## src/hw/tpm_pkg.sv

```systemverilog
package tpm_pkg;

	// ------------------------------------------------------------
	// Timing
	// ------------------------------------------------------------
	localparam int unsigned CLK_MHZ       = 10;
	localparam int unsigned CNT_W         = 16;
	localparam int unsigned HOLD_US       = 50;
	localparam int unsigned HOLD_CYC      = HOLD_US * CLK_MHZ;
	localparam int unsigned IDLE_US       = 1000;
	localparam int unsigned IDLE_CYC      = IDLE_US * CLK_MHZ;
	// Wake must be held for more than this time to leave shutdown
	localparam int unsigned SHUT_WAKE_US  = 10;
	localparam int unsigned SHUT_WAKE_CYC = SHUT_WAKE_US * CLK_MHZ + 1;
	localparam int unsigned LEAD_US       = 10;
	localparam int unsigned LEAD_CYC      = LEAD_US * CLK_MHZ;
	localparam int unsigned REPLY_US      = 1000;
	localparam int unsigned REPLY_CYC     = REPLY_US * CLK_MHZ;
	localparam int unsigned ADDR_CYC      = 8;
	localparam int unsigned DATA_CYC      = 16;
	localparam int unsigned GAP_CYC       = 8;
	localparam int unsigned RETRY_MAX     = 3;

	// ------------------------------------------------------------
	// Host register map
	// ------------------------------------------------------------
	localparam logic [7:0]  CTRL_OFS      = 8'h00;
	localparam logic [7:0]  STAT_OFS      = 8'h04;
	localparam logic [3:0]  CTRL_RST      = 4'h0;
	localparam int unsigned CTRL_FORCE    = 0;
	localparam int unsigned CTRL_LEAD     = 1;
	localparam int unsigned CTRL_I2C      = 2;
	localparam int unsigned CTRL_GO       = 3;

	// ------------------------------------------------------------
	// States
	// ------------------------------------------------------------
	typedef enum logic [1:0] {
		PWR_RUN,
		PWR_SLEEP,
		PWR_SHUT
	} tpm_pwr_t;

	typedef enum logic [2:0] {
		H_IDLE,
		H_LEAD,
		H_START,
		H_WAIT,
		H_DATA,
		H_GAP
	} tpm_hst_t;

endpackage : tpm_pkg

```

## src/hw/tpm_link_if.sv

```systemverilog
`timescale 1ns/1ps
`default_nettype none
interface tpm_link_if;
	logic wake_n;
	logic ser_frame;
	logic ser_addr;
	logic dev_ack;
	logic dev_nack;

	modport dev (
		input  wake_n,
		input  ser_frame,
		input  ser_addr,
		output dev_ack,
		output dev_nack
	);

	modport host (
		output wake_n,
		output ser_frame,
		output ser_addr,
		input  dev_ack,
		input  dev_nack
	);
endinterface : tpm_link_if
`default_nettype wire

```

## src/hw/tpm_sync.sv

```systemverilog
`timescale 1ns/1ps
`default_nettype none
module tpm_sync #(
	parameter int unsigned W   = 1,
	parameter logic [W-1:0] RST = '0
) (
	input  wire logic         clk_i,
	input  wire logic         srst_i,
	input  wire logic [W-1:0] d_i,
	output logic      [W-1:0] q_o
);
	logic [W-1:0] meta;

	always_ff @(posedge clk_i) begin
		if (srst_i) begin
			meta <= RST;
			q_o  <= RST;
		end else begin
			meta <= d_i;
			q_o  <= meta;
		end
	end
endmodule : tpm_sync
`default_nettype wire

```

## src/hw/tpm_dev.sv

```systemverilog
// What this block does
// - Sleep enable: sleep between scans, gate serial clocks
// - Asleep until sampling period expires, then scan
// - Low wakeup pin forces run while held
// - After wake release, wait for traffic/scan, then sleep
// - I2C address match wakes; first address NACKed
// - Host resends address or uses wakeup pin
// - Host releases wakeup pin when finished
// - Pin wake holds run for 50 us
// - Addressed transfer in run: sleep 1 ms after STOP
// - I2C address wake: stay run 1 ms idle
// - UART start bit wakes, byte kept
// - Start bit at sleep entry loses frame
// - UART host: double SOF, lead wake, or retry
// - Shutdown stops scanning, serial and activity
// - Leave shutdown: wake >10 us, reset, touch
// - Resume run or sleep per saved sleep enable
// - Any electrode selectable as low power electrode
// - Low power enable arms wake, inhibits electrodes
// - No baseline tracking on low power electrode
// - Run is reset default, serial always on
// - Run scans at sampling period
`timescale 1ns/1ps
`default_nettype none
module tpm_dev #(
	parameter int unsigned IDLE_CYCLES = tpm_pkg::IDLE_CYC
) (
	input  wire logic              clk_i,
	input  wire logic              srst_i,
	input  wire logic              sleep_mode_enable_i,
	input  wire logic              shutdown_req_i,
	input  wire logic              i2c_select_i,
	input  wire logic [15:0]       sample_period_i,
	input  wire logic              scan_done_i,
	input  wire logic              low_power_electrode_wake_enable_i,
	input  wire logic [1:0]        lp_electrode_sel_i,
	input  wire logic              lp_touch_i,
	tpm_link_if.dev                link,
	output var tpm_pkg::tpm_pwr_t  mode_o,
	output logic                   serial_clk_en_o,
	output logic                   scan_start_o,
	output logic                   electrode_inhibit_o,
	output logic [3:0]             baseline_track_en_o,
	output logic [1:0]             lp_electrode_o,
	output logic                   frame_lost_o
);
	localparam logic [15:0] HOLD_LD = 16'(tpm_pkg::HOLD_CYC);
	localparam logic [15:0] IDLE_LD = 16'(IDLE_CYCLES);
	localparam logic [15:0] SHW_LD  = 16'(tpm_pkg::SHUT_WAKE_CYC);
	tpm_pkg::tpm_pwr_t state, next_state;
	logic [2:0]  sync_q;
	logic [15:0] per_cnt, hold_cnt, idle_cnt, shw_cnt;
	logic        wake_s, frame_s, addr_s, frame_q, shut_q, cfg_sleep;
	logic        scan_busy, tick, lost, ack, nack, keep;
	logic        frame_rise, frame_fall, shut_rise;
	logic        load_hold, load_idle, set_ack, set_nack, set_lost;
	function automatic logic [3:0] onehot(input logic [1:0] s);
		onehot = 4'h1 << s;
	endfunction : onehot
	tpm_sync #(
		.W   (3),
		.RST (3'h1)
	) u_sync (
		.clk_i  (clk_i),
		.srst_i (srst_i),
		.d_i    ({link.ser_addr, link.ser_frame, link.wake_n}),
		.q_o    (sync_q)
	);
	assign wake_s     = ~sync_q[0];
	assign frame_s    = sync_q[1];
	assign addr_s     = sync_q[2];
	assign frame_rise = frame_s & ~frame_q;
	assign frame_fall = ~frame_s & frame_q;
	assign shut_rise  = shutdown_req_i & ~shut_q;
	assign tick       = (state != tpm_pkg::PWR_SHUT) && (per_cnt == 16'h0000);
	assign mode_o     = state;
	// Anything still busy keeps the part awake
	assign keep = wake_s | (hold_cnt != 16'h0000) | (idle_cnt != 16'h0000)
		| scan_busy | tick | frame_q;

	// ------------------------------------------------------------
	// Power mode decision
	// ------------------------------------------------------------
	always_comb begin
		next_state = state;
		load_hold  = 1'b0;
		load_idle  = 1'b0;
		set_ack    = 1'b0;
		set_nack   = 1'b0;
		set_lost   = 1'b0;
		case (state)
			tpm_pkg::PWR_RUN: begin
				if (shut_rise) begin
					next_state = tpm_pkg::PWR_SHUT;
				end else begin
					if (!lost && !ack && !nack && frame_s) begin
						if (i2c_select_i && addr_s) begin
							set_ack = 1'b1;
						end else if (!i2c_select_i) begin
							set_ack = 1'b1;
						end
					end
					if (frame_fall && (ack || nack)) begin
						load_idle = 1'b1;
					end
					if (cfg_sleep && !keep) begin
						next_state = tpm_pkg::PWR_SLEEP;
						if (frame_rise) begin
							set_lost = 1'b1;
							set_ack  = 1'b0;
						end
					end
				end
			end
			tpm_pkg::PWR_SLEEP: begin
				if (shut_rise) begin
					next_state = tpm_pkg::PWR_SHUT;
				end else if (wake_s) begin
					next_state = tpm_pkg::PWR_RUN;
					load_hold  = 1'b1;
				end else if (tick) begin
					next_state = tpm_pkg::PWR_RUN;
				end else if (frame_s && !lost && !ack && !nack) begin
					if (!i2c_select_i) begin
						next_state = tpm_pkg::PWR_RUN;
						set_ack    = 1'b1;
					end else if (addr_s) begin
						next_state = tpm_pkg::PWR_RUN;
						set_nack   = 1'b1;
						load_idle  = 1'b1;
					end
				end
			end
			tpm_pkg::PWR_SHUT: begin
				if (shw_cnt >= SHW_LD ||
					(low_power_electrode_wake_enable_i && lp_touch_i)) begin
					next_state = cfg_sleep ? tpm_pkg::PWR_SLEEP
						: tpm_pkg::PWR_RUN;
				end
			end
			default: begin
				next_state = tpm_pkg::PWR_RUN;
			end
		endcase
	end

	always_ff @(posedge clk_i) begin
		if (srst_i) begin
			state <= tpm_pkg::PWR_RUN;
		end else begin
			state <= next_state;
		end
	end
	always_ff @(posedge clk_i) begin
		if (srst_i) begin
			frame_q <= 1'b0;
			shut_q  <= 1'b0;
		end else begin
			frame_q <= frame_s;
			shut_q  <= shutdown_req_i;
		end
	end

	// Sleep enable frozen while shut down, restored on exit
	always_ff @(posedge clk_i) begin
		if (srst_i) begin
			cfg_sleep <= 1'b0;
		end else if (state != tpm_pkg::PWR_SHUT && !shut_rise) begin
			cfg_sleep <= sleep_mode_enable_i;
		end
	end

	// ------------------------------------------------------------
	// Sampling period and scan
	// ------------------------------------------------------------
	always_ff @(posedge clk_i) begin
		if (srst_i || state == tpm_pkg::PWR_SHUT) begin
			per_cnt <= sample_period_i;
		end else if (per_cnt == 16'h0000) begin
			per_cnt <= sample_period_i;
		end else begin
			per_cnt <= per_cnt - 16'h0001;
		end
	end
	always_ff @(posedge clk_i) begin
		if (srst_i || next_state == tpm_pkg::PWR_SHUT) begin
			scan_busy    <= 1'b0;
			scan_start_o <= 1'b0;
		end else begin
			scan_start_o <= tick;
			if (tick) begin
				scan_busy <= 1'b1;
			end else if (scan_done_i) begin
				scan_busy <= 1'b0;
			end
		end
	end
	always_ff @(posedge clk_i) begin
		if (srst_i || next_state == tpm_pkg::PWR_SHUT) begin
			hold_cnt <= 16'h0000;
		end else if (load_hold) begin
			hold_cnt <= HOLD_LD;
		end else if (hold_cnt != 16'h0000) begin
			hold_cnt <= hold_cnt - 16'h0001;
		end
	end
	always_ff @(posedge clk_i) begin
		if (srst_i || next_state == tpm_pkg::PWR_SHUT) begin
			idle_cnt <= 16'h0000;
		end else if (load_idle || frame_s) begin
			idle_cnt <= IDLE_LD;
		end else if (idle_cnt != 16'h0000) begin
			idle_cnt <= idle_cnt - 16'h0001;
		end
	end
	always_ff @(posedge clk_i) begin
		if (srst_i || state != tpm_pkg::PWR_SHUT || !wake_s) begin
			shw_cnt <= 16'h0000;
		end else if (shw_cnt != 16'hFFFF) begin
			shw_cnt <= shw_cnt + 16'h0001;
		end
	end

	// ------------------------------------------------------------
	// Serial answer, held until the frame ends
	// ------------------------------------------------------------
	always_ff @(posedge clk_i) begin
		if (srst_i || !frame_s || next_state == tpm_pkg::PWR_SHUT) begin
			ack  <= 1'b0;
			nack <= 1'b0;
			lost <= 1'b0;
		end else begin
			if (set_ack) begin
				ack <= 1'b1;
			end
			if (set_nack) begin
				nack <= 1'b1;
			end
			if (set_lost) begin
				lost <= 1'b1;
			end
		end
	end
	always_ff @(posedge clk_i) begin
		if (srst_i) begin
			link.dev_ack    <= 1'b0;
			link.dev_nack   <= 1'b0;
			frame_lost_o    <= 1'b0;
			serial_clk_en_o <= 1'b1;
		end else begin
			link.dev_ack    <= ack;
			link.dev_nack   <= nack;
			frame_lost_o    <= set_lost;
			serial_clk_en_o <= (next_state == tpm_pkg::PWR_RUN);
		end
	end
	always_ff @(posedge clk_i) begin
		if (srst_i) begin
			electrode_inhibit_o <= 1'b0;
			baseline_track_en_o <= 4'hF;
			lp_electrode_o      <= 2'h0;
		end else begin
			lp_electrode_o      <= lp_electrode_sel_i;
			electrode_inhibit_o <= low_power_electrode_wake_enable_i;
			baseline_track_en_o <= low_power_electrode_wake_enable_i
				? ~onehot(lp_electrode_sel_i) : 4'hF;
		end
	end
endmodule : tpm_dev
`default_nettype wire

```

## src/flat_wrapper.sv

```systemverilog
// flat-port wrapper written by rule: the top's interface ports become plain ports
module tpm_dev_flat 
#(
	parameter int unsigned IDLE_CYCLES = tpm_pkg::IDLE_CYC
)
  (clk_i, srst_i, sleep_mode_enable_i, shutdown_req_i, i2c_select_i, sample_period_i, scan_done_i, low_power_electrode_wake_enable_i, lp_electrode_sel_i, lp_touch_i, mode_o, serial_clk_en_o, scan_start_o, electrode_inhibit_o, baseline_track_en_o, lp_electrode_o, frame_lost_o, link_wake_n, link_ser_frame, link_ser_addr, link_dev_ack, link_dev_nack);
  tpm_link_if link_i ();
  input  wire logic clk_i;
  input  wire logic srst_i;
  input  wire logic sleep_mode_enable_i;
  input  wire logic shutdown_req_i;
  input  wire logic i2c_select_i;
  input  wire logic [15:0] sample_period_i;
  input  wire logic scan_done_i;
  input  wire logic low_power_electrode_wake_enable_i;
  input  wire logic [1:0] lp_electrode_sel_i;
  input  wire logic lp_touch_i;
  output var tpm_pkg::tpm_pwr_t mode_o;
  output logic serial_clk_en_o;
  output logic scan_start_o;
  output logic electrode_inhibit_o;
  output logic [3:0] baseline_track_en_o;
  output logic [1:0] lp_electrode_o;
  output logic frame_lost_o;
  input wire logic [$bits(link_i.wake_n)-1:0] link_wake_n;
  input wire logic [$bits(link_i.ser_frame)-1:0] link_ser_frame;
  input wire logic [$bits(link_i.ser_addr)-1:0] link_ser_addr;
  output wire logic [$bits(link_i.dev_ack)-1:0] link_dev_ack;
  output wire logic [$bits(link_i.dev_nack)-1:0] link_dev_nack;
  assign link_i.wake_n = link_wake_n;
  assign link_i.ser_frame = link_ser_frame;
  assign link_i.ser_addr = link_ser_addr;
  assign link_dev_ack = link_i.dev_ack;
  assign link_dev_nack = link_i.dev_nack;
  tpm_dev #(.IDLE_CYCLES(IDLE_CYCLES)) u_core (.clk_i(clk_i), .srst_i(srst_i), .sleep_mode_enable_i(sleep_mode_enable_i), .shutdown_req_i(shutdown_req_i), .i2c_select_i(i2c_select_i), .sample_period_i(sample_period_i), .scan_done_i(scan_done_i), .low_power_electrode_wake_enable_i(low_power_electrode_wake_enable_i), .lp_electrode_sel_i(lp_electrode_sel_i), .lp_touch_i(lp_touch_i), .link(link_i), .mode_o(mode_o), .serial_clk_en_o(serial_clk_en_o), .scan_start_o(scan_start_o), .electrode_inhibit_o(electrode_inhibit_o), .baseline_track_en_o(baseline_track_en_o), .lp_electrode_o(lp_electrode_o), .frame_lost_o(frame_lost_o));
endmodule
```

## config.mk

```make
export PLATFORM = sky130hd
export DESIGN_NAME = tpm_dev_flat
export DESIGN_NICKNAME = d
export VERILOG_FILES = /design/src/hw/tpm_pkg.sv /design/src/hw/tpm_link_if.sv /design/src/hw/tpm_sync.sv /design/src/hw/tpm_dev.sv /design/src/flat_wrapper.sv
export SDC_FILE = /design/constraint.sdc
export NUM_CORES = 1
export LEC_CHECK = 0
export BUFFER_PORTS_ARGS = -buffer_cell sky130_fd_sc_hd__buf_2
export CAP_MARGIN = 20
export CORE_MARGIN = 2
export CORE_UTILIZATION = 58
export DETAILED_ROUTE_END_ITERATION = 8
export MAX_ROUTING_LAYER = met4
export PLACE_DENSITY_LB_ADDON = 0.12
export SLEW_MARGIN = 20
export SYNTH_ARGS = -nofsm -noshare
export SYNTH_HDL_FRONTEND = slang
export SYNTH_SLANG_ARGS = --single-unit
```

## constraint.sdc

```tcl
create_clock -name clk_i -period 3.1 [get_ports clk_i]
set_clock_uncertainty 0.2 [all_clocks]
set_input_delay 0 -clock clk_i [delete_from_list [all_inputs] [get_ports clk_i]]
set_output_delay 0 -clock clk_i [all_outputs]
set_load 0.01 [all_outputs]
```

==> results.ini <==
[final_layout]
nets=572
final_common_cell=dfxtp_1
layout_common_cells=dfxtp_1, nor2_1, buf_2
n_antenna_cell=0
final_util=0.7293
drive_above_1_share=0.1527
area_growth_pct=20.48

[grt]
antenna_found_initial=0
grt_pass1_vias=3351
grt_pass1_wl_mm=14.81
gr-usage-all-layers=0.2436
grt_max_degree=20
overflow=0

[run]
max_cap_violations=0

[synth]
synth.avg_cell_area_um2=9.029
ys_types=56
ys.flop_type=dfxtp_1
synth_edf_count=0
syn-cell-area_um2=4135
async_flop_share=0
synth-seq-area-share=0.4405
ys_seq_elements=91
synth.net_count=496
ys_warn_count=0
synth_cells=458

[cts]
cts_buffers=9
worstSkewPairLatency_ns=0.34
cts_sinks=91
post_cts_buffers=0
ctsHoldBuffers=35
cts_resized=0
clockBufferDepth=2
cts_tree=done
cts.htree.levels=3
cts_root_buffer=clkbuf_8
cts.reportedPaths.clkPinSlew_ns=0.08

[floorplanning]
die_w_um=88.44
initial_core_util=0.6053
die_area_um2=7821
core_um2=6832
row_count=30
dieHeight_um=88.44
io_pins=43

[routing]
drtIter0Drc=102
viasPerCell=5.532
drt_pass1_iterations=4
wirelength_mm=8.589
antenna_left=0
drc=0
wl_per_cell_um=13.57
vias=3502

[critical_path]
endpoint_kind=flip-flop
required_ns=3.16
worstReg2RegStart=u_core.per_cnt[0]$_DFF_P_
r2r_slack_ns=0.50
path_class=flip-flop to flip-flop
rr_worst_depth=8
crit_path_max_fanout=18
start_kind=flip-flop
timing.rr.end=u_core.per_cnt[6]$_DFF_P_
crit_arrival_ns=2.66

[pwr]
p_per_area_nw_per_um2=889.3
p_leak_nw=1.906
ir_drop_v=0.0007379

[min_path]
hold_path_end=u_core.mode_o[0]$_SDFF_PP0_
hold_path.class=input pin to flip-flop
whs_path_depth=6
min-delay-start=lp_touch_i

[timing]
slew_headroom=0.6065
setup_tns_ns=0
finalCritPeriodShare=0.8401
fmax_mhz=384.0
tightestPinTransition_ns=0.5848
min_period_ns=2.604
rsz0062_at_grt=no
maxSlewViolCount=0
setup-violations-final=0
hold_viol=0

[place]
hpwlAfterDp_mm=5.737
place_congestion=0.8626
port_buffers=42

[status]
status=finished, final reports clean

## area by class of cell
class / instances / area (um^2)
timing repair buffer: 81 / 590.6
multi-input combinational: 338 / 2186
clock buffer: 12 / 155.1
tap: 96 / 120.1
clock inverter: 2 / 60.06
fill: 541 / 1849
inverter: 13 / 48.80
sequential: 91 / 1822
## power breakdown
group	switching [mW]	total, mW	internal [mW]
Sequential	0.214	1.60	1.39
Clock	0.382	0.872	0.490
Combinational	1.09	1.95	0.862
Total	1.69	4.43	2.74
## worst max-delay path by stage
stage | from | to | slack [ns]
floorplan | u_core.per_cnt[0]$_DFF_P_ | u_core.per_cnt[4]$_DFF_P_ | 0.76
global placement | u_core.per_cnt[0]$_DFF_P_ | u_core.per_cnt[10]$_DFF_P_ | 0.65
detailed placement | u_core.per_cnt[0]$_DFF_P_ | u_core.per_cnt[6]$_DFF_P_ | 0.58
CTS | u_core.per_cnt[0]$_DFF_P_ | u_core.per_cnt[5]$_DFF_P_ | 0.56
global route | u_core.per_cnt[0]$_DFF_P_ | u_core.per_cnt[7]$_DFF_P_ | 0.35
finish | u_core.per_cnt[0]$_DFF_P_ | u_core.per_cnt[6]$_DFF_P_ | 0.50
## logic make-up after synthesis
kind of cell,synth area share
buffers and inverters,0.03086
xor gates and xnor gates,0.09319
adders and majority gates,0.02723
and+or+nand+nor,0.2669
muxes,0.01755
AOI/OAI and AO/OA,0.1238
DFF,0.4405
## synth_stat cells, drive strengths merged (3+ instances only)
library cell,instances,share of area
nand2,26,0.024
xnor2,21,0.044
o211ai,7,0.016
nand4,11,0.018
nand3b,3,0.0054
or4b,5,0.012
buf,5,0.0091
o21ai,21,0.025
nor4,11,0.018
a21oi,23,0.028
o31ai,7,0.013
nor3,19,0.024
nand4b,4,0.0085
mux2i,5,0.012
and4,3,0.0064
a31oi,3,0.0045
nor2,52,0.047
o2111ai,3,0.0064
nand2b,6,0.0091
inv,13,0.012
nand3,15,0.018
a21o,3,0.0054
or2,3,0.0045
clkbuf,11,0.010
or3,9,0.015
dfxtp,91,0.44
or4,9,0.020
ha,9,0.027
a211oi,6,0.011
xor2,23,0.049
nor2b,13,0.020
## metal layers
metal	track usage	vias to the layer above	share of wire
met4	0.04821	0	0.012
met2	0.4053	51	0.50
met5	-	-	0
met1	0.3038	1647	0.46
li1	-	1793	-
met3	0.05970	11	0.029
## metrics by stage
stage	worst slack [ns]	total power [mW]	instance area, um^2	cells	hold WS [ns]
after global placement	0.6543	3.450	4417	584	-0.01325
after detailed placement	0.5795	3.516	4417	584	-0.01349
after floorplan	0.7613	3.201	4135	458	-0.1282
after CTS	0.5579	4.440	4982	633	0.1676
after global routing	0.3479	4.768	4982	633	0.1942
final	0.4958	4.431	4982	633	0.1956
## registers in the layout, indices dropped and copies added (netlist names), 2 cells and up
| signal | flops |
|---|---|
| u_core.idle_cnt | 16 |
| u_core.u_sync.meta | 3 |
| u_core.u_sync.q_o | 3 |
| u_core.shw_cnt | 16 |
| u_core.hold_cnt | 16 |
| u_core.lp_electrode_o | 2 |
| u_core.per_cnt | 16 |
| u_core.baseline_track_en_o | 4 |
| u_core.mode_o | 2 |
## critical path, stage by stage, from the launching register on
cell and delay (ns):
dfxtp_1 0.36, inv_1 0.10, ha_1 0.14, or4b_2 0.59
nor4_2 0.18, or3_1 0.47, buf_4 0.28, nand2_1 0.09
o21ai_0 0.10
(Power assumes the default switching activity.)
